### src/rtl/ssbm_pkg.sv
// Constants and carriers for the stepper standby and brake monitor
package ssbm_pkg;
  // Timing
  localparam int CLK_MHZ = 20;
  localparam int STARTUP_NS = 10000;
  localparam int STARTUP_CYC = (STARTUP_NS * CLK_MHZ + 999) / 1000;
  localparam int CNT_W = 8;
  // Angle: 128 micro positions per electrical turn
  localparam int ANG_W = 7;
  localparam logic [6:0] ANG_INIT = 7'h10;
  localparam logic [6:0] RATIO_FULL = 7'h64;
  localparam logic [5:0] IDX_QUARTER = 6'h18;
  localparam logic [5:0] IDX_DIAG = 6'h10;
  localparam logic [5:0] IDX_TOP = 6'h20;
  // Resolution select codes
  localparam logic [2:0] RES_LOW_POWER_SELECT = 3'h0;
  localparam logic [2:0] RES_FULL = 3'h1;
  localparam logic [2:0] RES_HALF_A = 3'h2;
  localparam logic [2:0] RES_QUARTER = 3'h3;
  localparam logic [2:0] RES_HALF_B = 3'h4;
  localparam logic [2:0] RES_EIGHTH = 3'h5;
  localparam logic [2:0] RES_SIXTEENTH = 3'h6;
  localparam logic [2:0] RES_32ND = 3'h7;
  // Register port
  localparam int ADDR_W = 2;
  localparam int DATA_W = 8;
  localparam logic [1:0] REG_STATUS = 2'h0;
  localparam logic [1:0] REG_MASK = 2'h1;
  localparam logic [1:0] REG_STATE = 2'h2;
  localparam int EV_W = 2;
  localparam int EV_ERR = 0;
  localparam int EV_HOME = 1;
  localparam logic [1:0] EV_RESET = 2'h0;
  // Current ratio table in percent
  localparam logic [6:0] RATIO_TBL [0:32] = '{
    7'h00, 7'h05, 7'h0A, 7'h0F, 7'h14, 7'h19, 7'h1D, 7'h22,
    7'h26, 7'h2B, 7'h2F, 7'h34, 7'h38, 7'h3C, 7'h3F, 7'h43,
    7'h47, 7'h4A, 7'h4D, 7'h50, 7'h53, 7'h56, 7'h58, 7'h5A,
    7'h5C, 7'h5E, 7'h60, 7'h61, 7'h62, 7'h63, 7'h64, 7'h64,
    7'h64};
  // Pins from the host and the analog side
  typedef struct packed {
    logic step;
    logic dir;
    logic brake;
    logic [2:0] res;
    logic rst;
    logic thermal_shutdown;
    logic overcurrent_shutdown;
    logic vm_ok;
    logic cc_off;
  } ssbm_pin_s;
  // Winding drive toward the power stage
  typedef struct packed {
    logic [6:0] a_mag;
    logic a_neg;
    logic [6:0] b_mag;
    logic b_neg;
    logic all_on;
    logic bias_en;
  } ssbm_drive_s;
  // Whole state of the core
  typedef struct packed {
    ssbm_pin_s s1;
    ssbm_pin_s s2;
    ssbm_pin_s s3;
    ssbm_pin_s flt;
    logic [6:0] angle;
    logic standby;
    logic err;
    logic [7:0] startup;
    logic [1:0] status;
    logic [1:0] mask;
    logic [7:0] rdata;
    ssbm_drive_s drv;
    logic home_oe;
    logic err_oe;
    logic irq;
  } ssbm_state_s;
endpackage

### src/rtl/ssbm_core.sv
// Step sequencer with standby, error latch, brake and monitor flags
`timescale 1ns/1ps
module ssbm_core (
  input wire logic clock_in,
  input wire logic rst_in,
  input wire ssbm_pkg::ssbm_pin_s pins_in,
  input wire logic [ssbm_pkg::ADDR_W-1:0] addr_in,
  input wire logic [ssbm_pkg::DATA_W-1:0] wr_data_in,
  input wire logic wr_in,
  input wire logic rd_in,
  output logic [ssbm_pkg::DATA_W-1:0] rd_data_out,
  output ssbm_pkg::ssbm_drive_s drive_out,
  output logic initial_angle_flag_oe_out,
  output logic error_flag_oe_out,
  output logic irq_out
);

  // Registered state and its next value
  ssbm_pkg::ssbm_state_s q;
  ssbm_pkg::ssbm_state_s d;

  // Helpers shared by logic and checks
  logic step_rise;
  logic step_ok;
  logic at_home;
  logic [5:0] step_sz;
  logic [5:0] ia;
  logic [5:0] ib;
  logic [4:0] off;
  logic [1:0] quad;
  logic [1:0] ev;
  logic [1:0] clr;
  logic [10:0] agree;

  // Magnitude for one channel, with mode overrides
  function automatic logic [6:0] ratio_of(
    input logic [5:0] idx,
    input logic [2:0] res
  );
    logic [6:0] m;
    m = ssbm_pkg::RATIO_TBL[idx];
    // Full step drives any live phase at full
    if (res == ssbm_pkg::RES_FULL && idx != 6'h00) begin
      m = ssbm_pkg::RATIO_FULL;
    end
    // Half (a) diagonal at full
    if (res == ssbm_pkg::RES_HALF_A && idx == ssbm_pkg::IDX_DIAG) begin
      m = ssbm_pkg::RATIO_FULL;
    end
    // Quarter marked position at full
    if (res == ssbm_pkg::RES_QUARTER && idx == ssbm_pkg::IDX_QUARTER) begin
      m = ssbm_pkg::RATIO_FULL;
    end
    return m;
  endfunction

  // Next state
  always_comb begin
    d = q;
    // Three-stage pin synchronisers
    d.s1 = pins_in;
    d.s2 = q.s1;
    d.s3 = q.s2;
    // Accept a change once stages two and three agree
    agree = ~(q.s2 ^ q.s3);
    d.flt = (agree & q.s3) | (~agree & q.flt);
    // Step size per resolution
    unique case (q.flt.res)
      ssbm_pkg::RES_FULL: step_sz = 6'h20;
      ssbm_pkg::RES_HALF_A: step_sz = 6'h10;
      ssbm_pkg::RES_QUARTER: step_sz = 6'h08;
      ssbm_pkg::RES_HALF_B: step_sz = 6'h10;
      ssbm_pkg::RES_EIGHTH: step_sz = 6'h04;
      ssbm_pkg::RES_SIXTEENTH: step_sz = 6'h02;
      default: step_sz = 6'h01;
    endcase
    // Standby from all selects low
    d.standby = (q.flt.res == ssbm_pkg::RES_LOW_POWER_SELECT);
    // Startup window after leaving standby
    if (q.standby && !d.standby) begin
      d.startup = ssbm_pkg::STARTUP_CYC[7:0];
    end else if (q.startup != 8'h00) begin
      d.startup = q.startup - 8'h01;
    end
    // Only rising edges count, falling ones ignored
    step_rise = d.flt.step & ~q.flt.step;
    // Edges during standby or startup are dropped
    step_ok = step_rise && !q.standby && q.startup == 8'h00;
    // Angle reset wins over stepping
    if (q.flt.rst) begin
      d.angle = ssbm_pkg::ANG_INIT;
    end else if (step_ok) begin
      // Brake does not stop the angle
      if (q.flt.dir) begin
        d.angle = q.angle + {1'b0, step_sz};
      end else begin
        d.angle = q.angle - {1'b0, step_sz};
      end
    end
    // Error latch: standby or supply loss clears it
    if (d.standby || !q.flt.vm_ok) begin
      d.err = 1'b0;
    end else if (q.flt.thermal_shutdown || q.flt.overcurrent_shutdown) begin
      d.err = 1'b1;
    end
    // Table index per channel from quadrant and offset
    quad = q.angle[6:5];
    off = q.angle[4:0];
    if (quad[0]) begin
      ia = {1'b0, off};
      ib = ssbm_pkg::IDX_TOP - {1'b0, off};
    end else begin
      ia = ssbm_pkg::IDX_TOP - {1'b0, off};
      ib = {1'b0, off};
    end
    // Signs: plus side on means positive
    d.drv.a_neg = quad[1] ^ quad[0];
    d.drv.b_neg = quad[1];
    // Magnitudes from the table
    d.drv.a_mag = ratio_of(ia, q.flt.res);
    d.drv.b_mag = ratio_of(ib, q.flt.res);
    // Brake holds signed full current
    if (q.flt.brake) begin
      d.drv.a_mag = ssbm_pkg::RATIO_FULL;
      d.drv.b_mag = ssbm_pkg::RATIO_FULL;
    end
    // Brake without current control: all transistors on
    d.drv.all_on = q.flt.brake && q.flt.cc_off;
    d.drv.bias_en = !d.standby;
    // Output stage off in standby
    if (d.standby) begin
      d.drv.a_mag = 7'h00;
      d.drv.b_mag = 7'h00;
      d.drv.all_on = 1'b0;
    end
    // Monitor pull-down enables
    at_home = (q.angle == ssbm_pkg::ANG_INIT);
    d.home_oe = at_home;
    d.err_oe = d.err;
    // Events: error latched, initial angle reached
    ev = ssbm_pkg::EV_RESET;
    ev[ssbm_pkg::EV_ERR] = d.err && !q.err;
    ev[ssbm_pkg::EV_HOME] = at_home && !q.home_oe;
    // Write one to clear; a new event wins
    clr = 2'h0;
    if (wr_in && addr_in == ssbm_pkg::REG_STATUS) begin
      clr = wr_data_in[1:0];
    end
    d.status = (q.status & ~clr) | ev;
    // Mask write
    if (wr_in && addr_in == ssbm_pkg::REG_MASK) begin
      d.mask = wr_data_in[1:0];
    end
    d.irq = |(d.status & d.mask);
    // Read data lives one cycle only
    d.rdata = 8'h00;
    if (rd_in) begin
      unique case (addr_in)
        ssbm_pkg::REG_STATUS: d.rdata = {6'h00, q.status};
        ssbm_pkg::REG_MASK: d.rdata = {6'h00, q.mask};
        ssbm_pkg::REG_STATE: d.rdata = {q.err, q.angle};
        default: d.rdata = 8'h00;
      endcase
    end
  end

  // State register
  always_ff @(posedge clock_in or posedge rst_in) begin
    if (rst_in) begin
      q <= '0;
      q.angle <= ssbm_pkg::ANG_INIT;
      q.standby <= 1'b1;
      q.home_oe <= 1'b1;
    end else begin
      q <= d;
    end
  end

  // Outputs straight from flops
  assign rd_data_out = q.rdata;
  assign drive_out = q.drv;
  assign initial_angle_flag_oe_out = q.home_oe;
  assign error_flag_oe_out = q.err_oe;
  assign irq_out = q.irq;
endmodule

### config.mk
export PLATFORM = sky130hd
export DESIGN_NAME = ssbm_core
export DESIGN_NICKNAME = d
export VERILOG_FILES = /design/src/rtl/ssbm_pkg.sv /design/src/rtl/ssbm_core.sv
export SDC_FILE = /design/constraint.sdc
export NUM_CORES = 1
export LEC_CHECK = 0
export ABC_CLOCK_PERIOD_IN_PS = 7090
export BUFFER_PORTS_ARGS = -buffer_cell sky130_fd_sc_hd__buf_4
export CAP_MARGIN = 25
export CORE_UTILIZATION = 63
export CTS_CLUSTER_SIZE = 16
export DETAILED_ROUTE_END_ITERATION = 12
export HOLD_SLACK_MARGIN = 0.1
export PLACE_DENSITY_LB_ADDON = 0.3
export RECOVER_POWER = 100
export SLEW_MARGIN = 20
export SYNTH_ARGS = -nofsm -noshare
export SYNTH_HDL_FRONTEND = slang
export SYNTH_SLANG_ARGS = --single-unit
### constraint.sdc
create_clock -name clock_in -period 7.09 [get_ports clock_in]
set_clock_uncertainty 0.05 [all_clocks]
set_input_delay 0.3545 -clock clock_in [delete_from_list [all_inputs] [get_ports clock_in]]
set_output_delay 0.3545 -clock clock_in [all_outputs]
set_load 0.01 [all_outputs]
==> impl_metrics.ini, run 1 <==
[synthesis]
synth-seq-area-share_pct = 48.4
synth_fa_ha_area_share_pct = 6.21
synth_xor_area_share_pct = 3.07
syn_area_per_cell_um2 = 10.2
synth_edf_count = 0
synth_top_area_share_pct = 46.8
synthTopCellsByCount = dfrtp_1 (90), buf_4 (29), nand2_1 (28), nor2_1 (28), a21oi_1 (25)
syn_area_um2 = 4810
yosys.area.top_type = dfrtp_1
synth-seq-cells = 93
synth_compound_area_share_pct = 15.6
synth-simple-area-share_pct = 16.7
ys_types = 74
muxShareOfSynthArea_pct = 1.53
yosysWarnings = 0
ys_async_sr_fraction_pct = 100
syn-num-nets = 508
syn_inst = 471
synth_top_flop_cell = dfrtp_1
synth_top_family_by_area = simple AND/OR/NAND/NOR gates
synthTopCellsByArea = dfrtp_1 (47%), buf_4 (4.5%), ha_1 (2.9%)
synth_most_common_cell = dfrtp_1

[grt]
grt_pass1_vias = 3427
grt_first_pass_wirelength_mm = 15.2
grt_max_degree = 83
gr-total-overflow = 0
grtUsageTotal_pct = 25.2
antenna_found_initial = 0

[drt]
routed-via-count = 3593
dr.pass1.iters = 5
drtIter0Drc = 181
drc = 0
vias_per_cell = 6.05
drt_wl_total_mm = 9.22
wl_per_cell_um = 15.5
ant_nets = 0

[pwr]
power_density_nw_per_um2 = 218
power.switching_uw = 332
switching_share_pct = 29.4
seq_power_share_pct = 55.2
p_clk_share_pct = 30.6
p_int_uw = 796
p_leak_nw = 2.27
ir_drop_uv = 163
power.share.combinational_pct = 14.2

[hold_path]
hold_depth = 2
hold_class = in -> reg

[timing]
period_share_pct = 62.9
fmax_mhz = 224
relSlewSlack_pct = -39.4
tightest_slew_ns = 2.09
hold_viol_final = 0
finalSetupTns_ns = 0
rsz0062_at_grt = no
fin_ws_ns = 2.63
setup_viol = 0
maxSlewViolCount = 85
layout_min_cycle_time_ns = 4.46

[clock_network]
clock-root-buffer = clkbuf_8
cts_tree = done
numCtsBuffers = 9
clock_latency_ns = 0.37
htreeDepth = 3
clkTransAtPathRegs_ns = 0.10
clock_path_buffers = 2
cts.sinks = 93
cts_setup_buffers = 0

[place]
pre_cts_slack_ns = 2.96
dpl_cell_area_um2 = 4970
dp_hpwl_mm = 6.07
portBuffers = 47
gp_congestion = 0.890
place_inst = 564

[layout]
finish.utilization_pct = 70.4
stdcell_area_um2 = 5160
layout.cells.non_filler = 594
syn_to_final_growth_pct = 7.28
layout-drive-gt1-share_pct = 10.1
diodes = 0
nNetsFinal = 527

[worst_setup_path]
r2r_end = drive_out[12]
startpoint_type = input pin
critPathRequiredTime_ns = 7.10
cp.arrival_ns = 4.47
critical_path_class = in -> async
crit_start = rst_in
r2r_start = off[0]
crit_path_end_kind = asynchronous set/reset pin
reg2reg_slack_ns = 2.80
critPathMaxFanout = 42
endpoint = drive_out[11]
worst-r2r-cell-count = 8

[job]
drv_cap = 2

[floorplanning]
die-area_um2 = 7990
die_width_um = 89.4
row_count = 31
die_h_um = 89.4
start_util_pct = 65.7
fp.coreArea_um2 = 7330
ios = 54

[outcome]
run_status = complete, but fails checks
violations = max-capacitance violations, max-slew violations
routing by layer:
metal	global-route usage (%)	wire length (um)
met5	0	0
met3	4.80	548
met2	42.6	4670
met1	32.0	3840
met4	10.5	157
timing repair:
item | in CTS | in global routing
resized for setup | 0 | 0
hold endpoints to repair | 22 | 0
hold buffers | 12 | 0
how the worst min path moves through the flow:
stage | from | to
3_3_place_gp | rst_in | d[74]
6_report | rd_in | rd_data_out[0]
3_5_place_dp | rst_in | d[74]
4_1_cts | rd_in | rd_data_out[0]
5_1_grt | wr_data_in[1] | q[30]
2_1_floorplan | d[72] | d[61]
cell families (layout without fill, tap and decap cells):
family / after synthesis / after routing
and+or+nand+nor: 143 / 143
AOI/OAI and AO/OA: 111 / 111
DFF: 93 / 93
buffers and inverters: 75 / 99
adders and majority gates: 26 / 26
xor gates and xnor gates: 16 / 16
muxes: 7 / 7
area by class of cell:
cell class / instances / area, um^2
sequential: 93 / 2330
fill: 563 / 2170
multi-input combinational: 303 / 2050
timing repair buffer: 62 / 379
clock buffer: 9 / 124
tap: 99 / 124
inverter: 21 / 80.1
clock inverter: 7 / 75.1
per-stage QoR:
| stage | hold slack, ns | total power, mW |
|---|---|---|
| finish | 0.197 | 1.13 |
| global route | 0.200 | 1.19 |
| CTS | 0.180 | 1.15 |
| detailed placement | 0.225 | 0.804 |
| global placement | 0.221 | 0.791 |
| floorplan | 0.281 | 0.757 |
power groups by stage:
stage	clock, mW	combinational [mW]	sequential, mW
after floorplan	0	0.139	0.618
after global placement	0	0.161	0.629
after detailed placement	0	0.170	0.633
after CTS	0.354	0.176	0.623
after global routing	0.376	0.181	0.632
final	0.345	0.160	0.623
cells in the final DEF (no fill, tap or decap), types with 3 or more instances in the layout:
cell type / netlist / layout
inv_8: 0 / 3
or3_1: 4 / 4
maj3_1: 13 / 13
a31oi_1: 6 / 6
clkbuf_1: 15 / 31
nor2_1: 28 / 28
nor4_1: 4 / 4
nor3b_1: 2 / 3
nor3_1: 21 / 22
o211a_1: 3 / 3
a21o_1: 5 / 5
nand3_1: 6 / 6
xnor2_1: 10 / 10
inv_2: 4 / 4
xor2_1: 5 / 5
a211oi_1: 7 / 7
dlygate4sd3_1: 0 / 12
a211o_1: 4 / 4
a2111oi_0: 3 / 3
buf_4: 29 / 7
clkbuf_8: 0 / 9
nor2b_1: 6 / 6
o22ai_1: 3 / 3
o311ai_0: 2 / 3
inv_1: 16 / 15
o21ai_1: 8 / 5
o21ai_0: 19 / 22
a21oi_1: 25 / 25
nand2b_1: 7 / 7
dfrtp_1: 90 / 90
o211ai_1: 7 / 7
and3_1: 10 / 10
nand2_1: 28 / 28
or3b_1: 3 / 3
clkbuf_4: 0 / 12
ha_1: 11 / 11
mux2i_1: 4 / 4
and2_0: 0 / 3
critical path, stage by stage:
cell           delay, ns
dlygate4sd3_1       0.54
clkbuf_4            0.14
clkinvlp_2          0.31
clkbuf_1            1.50
clkbuf_1            1.59
Note: power is estimated with default switching activity, not from simulation.
==> run 2, diff against run 1 <==
--- a/config.mk
+++ b/config.mk
@@ -5,10 +5,10 @@
 export SDC_FILE = /design/constraint.sdc
 export NUM_CORES = 1
 export LEC_CHECK = 0
-export ABC_CLOCK_PERIOD_IN_PS = 7090
+export ABC_CLOCK_PERIOD_IN_PS = 3630
 export BUFFER_PORTS_ARGS = -buffer_cell sky130_fd_sc_hd__buf_4
 export CAP_MARGIN = 25
-export CORE_UTILIZATION = 63
+export CORE_UTILIZATION = 53
 export CTS_CLUSTER_SIZE = 16
 export DETAILED_ROUTE_END_ITERATION = 12
 export HOLD_SLACK_MARGIN = 0.1
==> constraint.sdc (replaced) <==
create_clock -name clock_in -period 3.63 [get_ports clock_in]
set_clock_uncertainty 0.05 [all_clocks]
set_input_delay 0.1815 -clock clock_in [delete_from_list [all_inputs] [get_ports clock_in]]
set_output_delay 0.1815 -clock clock_in [all_outputs]
set_load 0.01 [all_outputs]
==> run 2 against run 1 <==
Against the previous run:
- the run still ends with max-capacitance violations, max-slew violations left
- total power increased by 99%
- sequential power grew 96%
- critical path type is now reg -> reg
- largest cell class unchanged
- wire length is 1.3% higher
- non-clock buffer count increased by 10
- sequential share of layout area decreased by 1.1 points
- cell area up 2.5%
==> impl_metrics.ini, run 2 (synthesized netlist as in run 1, its figures left out) <==
[timing]
layout_min_cycle_time_ns = 3.20
relSlewSlack_pct = -1.57
maxSlewViolCount = 59
setup_viol = 0
finalSetupTns_ns = 0
fin_ws_ns = 0.426
rsz0062_at_grt = no
fmax_mhz = 312
hold_viol_final = 0
tightest_slew_ns = 1.52
period_share_pct = 88.3

[layout]
nFillCells = 739
diodes = 0
layout_common_cells = dfrtp_1 (90), clkbuf_1 (33), nor2_1 (28), nand2_1 (28), a21oi_1 (25)
syn_to_final_growth_pct = 9.98
layout-drive-gt1-share_pct = 11.3
nNetsFinal = 537
multi_input_area_um2 = 2070
layout_commonest_cell = dfrtp_1
layout.cells.non_filler = 613
regArea_um2 = 2330

[drt]
wl_per_cell_um = 15.2
vias_per_cell = 5.82
drt_wl_total_mm = 9.34
dr.pass1.iters = 4
routed-via-count = 3569
ant_nets = 0
drtIter0Drc = 210
drc = 0

[pwr]
p_leak_nw = 2.33
ir_drop_uv = 257
power_density_nw_per_um2 = 424

[clock_network]
clkTransAtPathRegs_ns = 0.11
numCtsBuffers = 9
cts_tree = done
htreeDepth = 3
clock_path_buffers = 2
cts-resized-gates = 0
clock-root-buffer = clkbuf_8
cts.sinks = 93
clock_latency_ns = 0.37

[floorplanning]
fp.coreArea_um2 = 8760
die_width_um = 97.3
ios = 54
die_h_um = 97.3
row_count = 34
start_util_pct = 54.9
die-area_um2 = 9470

[grt]
grtUsageTotal_pct = 21.3
gr-total-overflow = 0
grt_first_pass_wirelength_mm = 16.2
grt_max_degree = 38
antenna_found_initial = 0
grt_pass1_vias = 3407

[worst_setup_path]
critPathRequiredTime_ns = 3.83
critPathMaxFanout = 13
crit_path_end_kind = flop
critical_path_class = reg -> reg
startpoint_type = flop
cp.arrival_ns = 3.41

[outcome]
violations = max-capacitance violations, max-slew violations
run_status = complete, but fails checks

[hold_path]
hold_class = in -> reg

[place]
dp_hpwl_mm = 6.18
gp_congestion = 0.854
place_inst = 580
portBuffers = 47
pre_cts_slack_ns = 0.566

[job]
drv_cap = 3
run 2: changes by cell type in the layout (fill, tap and decap cells not counted), sizes merged:
cell / change
inv: -2
dlygate4sd3: +5
clkbuf: +2
clkinvlp: -1
clkinv: +3
buf: +3
run 2: cell type report:
| class | count | share of cell area, % |
|---|---|---|
| flip-flops and latches | 93 | 44.0 |
| multi-input cells | 303 | 39.2 |
| repair buffers | 72 | 8.67 |
| well taps | 108 | 2.55 |
| clock buffers | 9 | 2.34 |
| clock inverters | 7 | 1.73 |
| inverters | 21 | 1.51 |
run 2: critical path, stage by stage, from the launching register on:
cell and delay [ns]:
dfrtp_1 0.58, inv_1 0.12, ha_1 0.40, nor4bb_1 0.65, inv_1 0.11, o41a_1 0.41
o21ai_0 0.44, nand2b_1 0.26, a21oi_1 0.06
run 2: per-stage QoR:
| step | hold slack, ns | utilization, % | cell area (um^2) | power [mW] |
|---|---|---|---|---|
| after CTS | 0.158 | 61.8 | 5420 | 2.29 |
| after floorplan | 0.163 | - | 4810 | 1.48 |
| after global placement | 0.214 | 57.4 | 5030 | 1.55 |
| after global routing | 0.188 | 60.4 | 5290 | 2.37 |
| final | 0.178 | 60.4 | 5290 | 2.24 |
| after detailed placement | 0.220 | 57.4 | 5030 | 1.57 |
run 2: repair_timing:
item                                    CTS  global route
hold buffers                             17             0
endpoints found under the setup margin    0             0
setup buffers                             0             0
endpoints found under the hold margin    56             0
run 2: final timing paths:
| path | cells past startpoint | slack, ns | endpoint | start |
|---|---|---|---|---|
| worst max register to register | 8 | 0.43 | drive_out[3] | off[1] |
| max in group asynchronous | 4 | 0.89 | drive_out[17] | rst_in |
| min in group asynchronous | 3 | 0.66 | d[74] | rst_in |
| worst min register to register | 0 | 0.31 | d[66] | d[77] |
| worst min-delay path | 5 | 0.18 | q[31] | addr_in[0] |
| worst max-delay path | 8 | 0.43 | drive_out[3] | off[1] |
run 2: metal layers:
metal	vias to the layer above	share of wire, %	GRT usage [%]
met5	-	0	0
met4	0	2.1	10.2
met3	16	3.4	3.38
met2	83	48	33.7
met1	1746	46	28.7
li1	1724	-	-
run 2: power by group:
group	switching, mW	internal (mW)	total (mW)
sequential	0.0785	1.14	1.22
combinational	0.174	0.148	0.322
clock	0.426	0.278	0.704
total	0.679	1.56	2.24
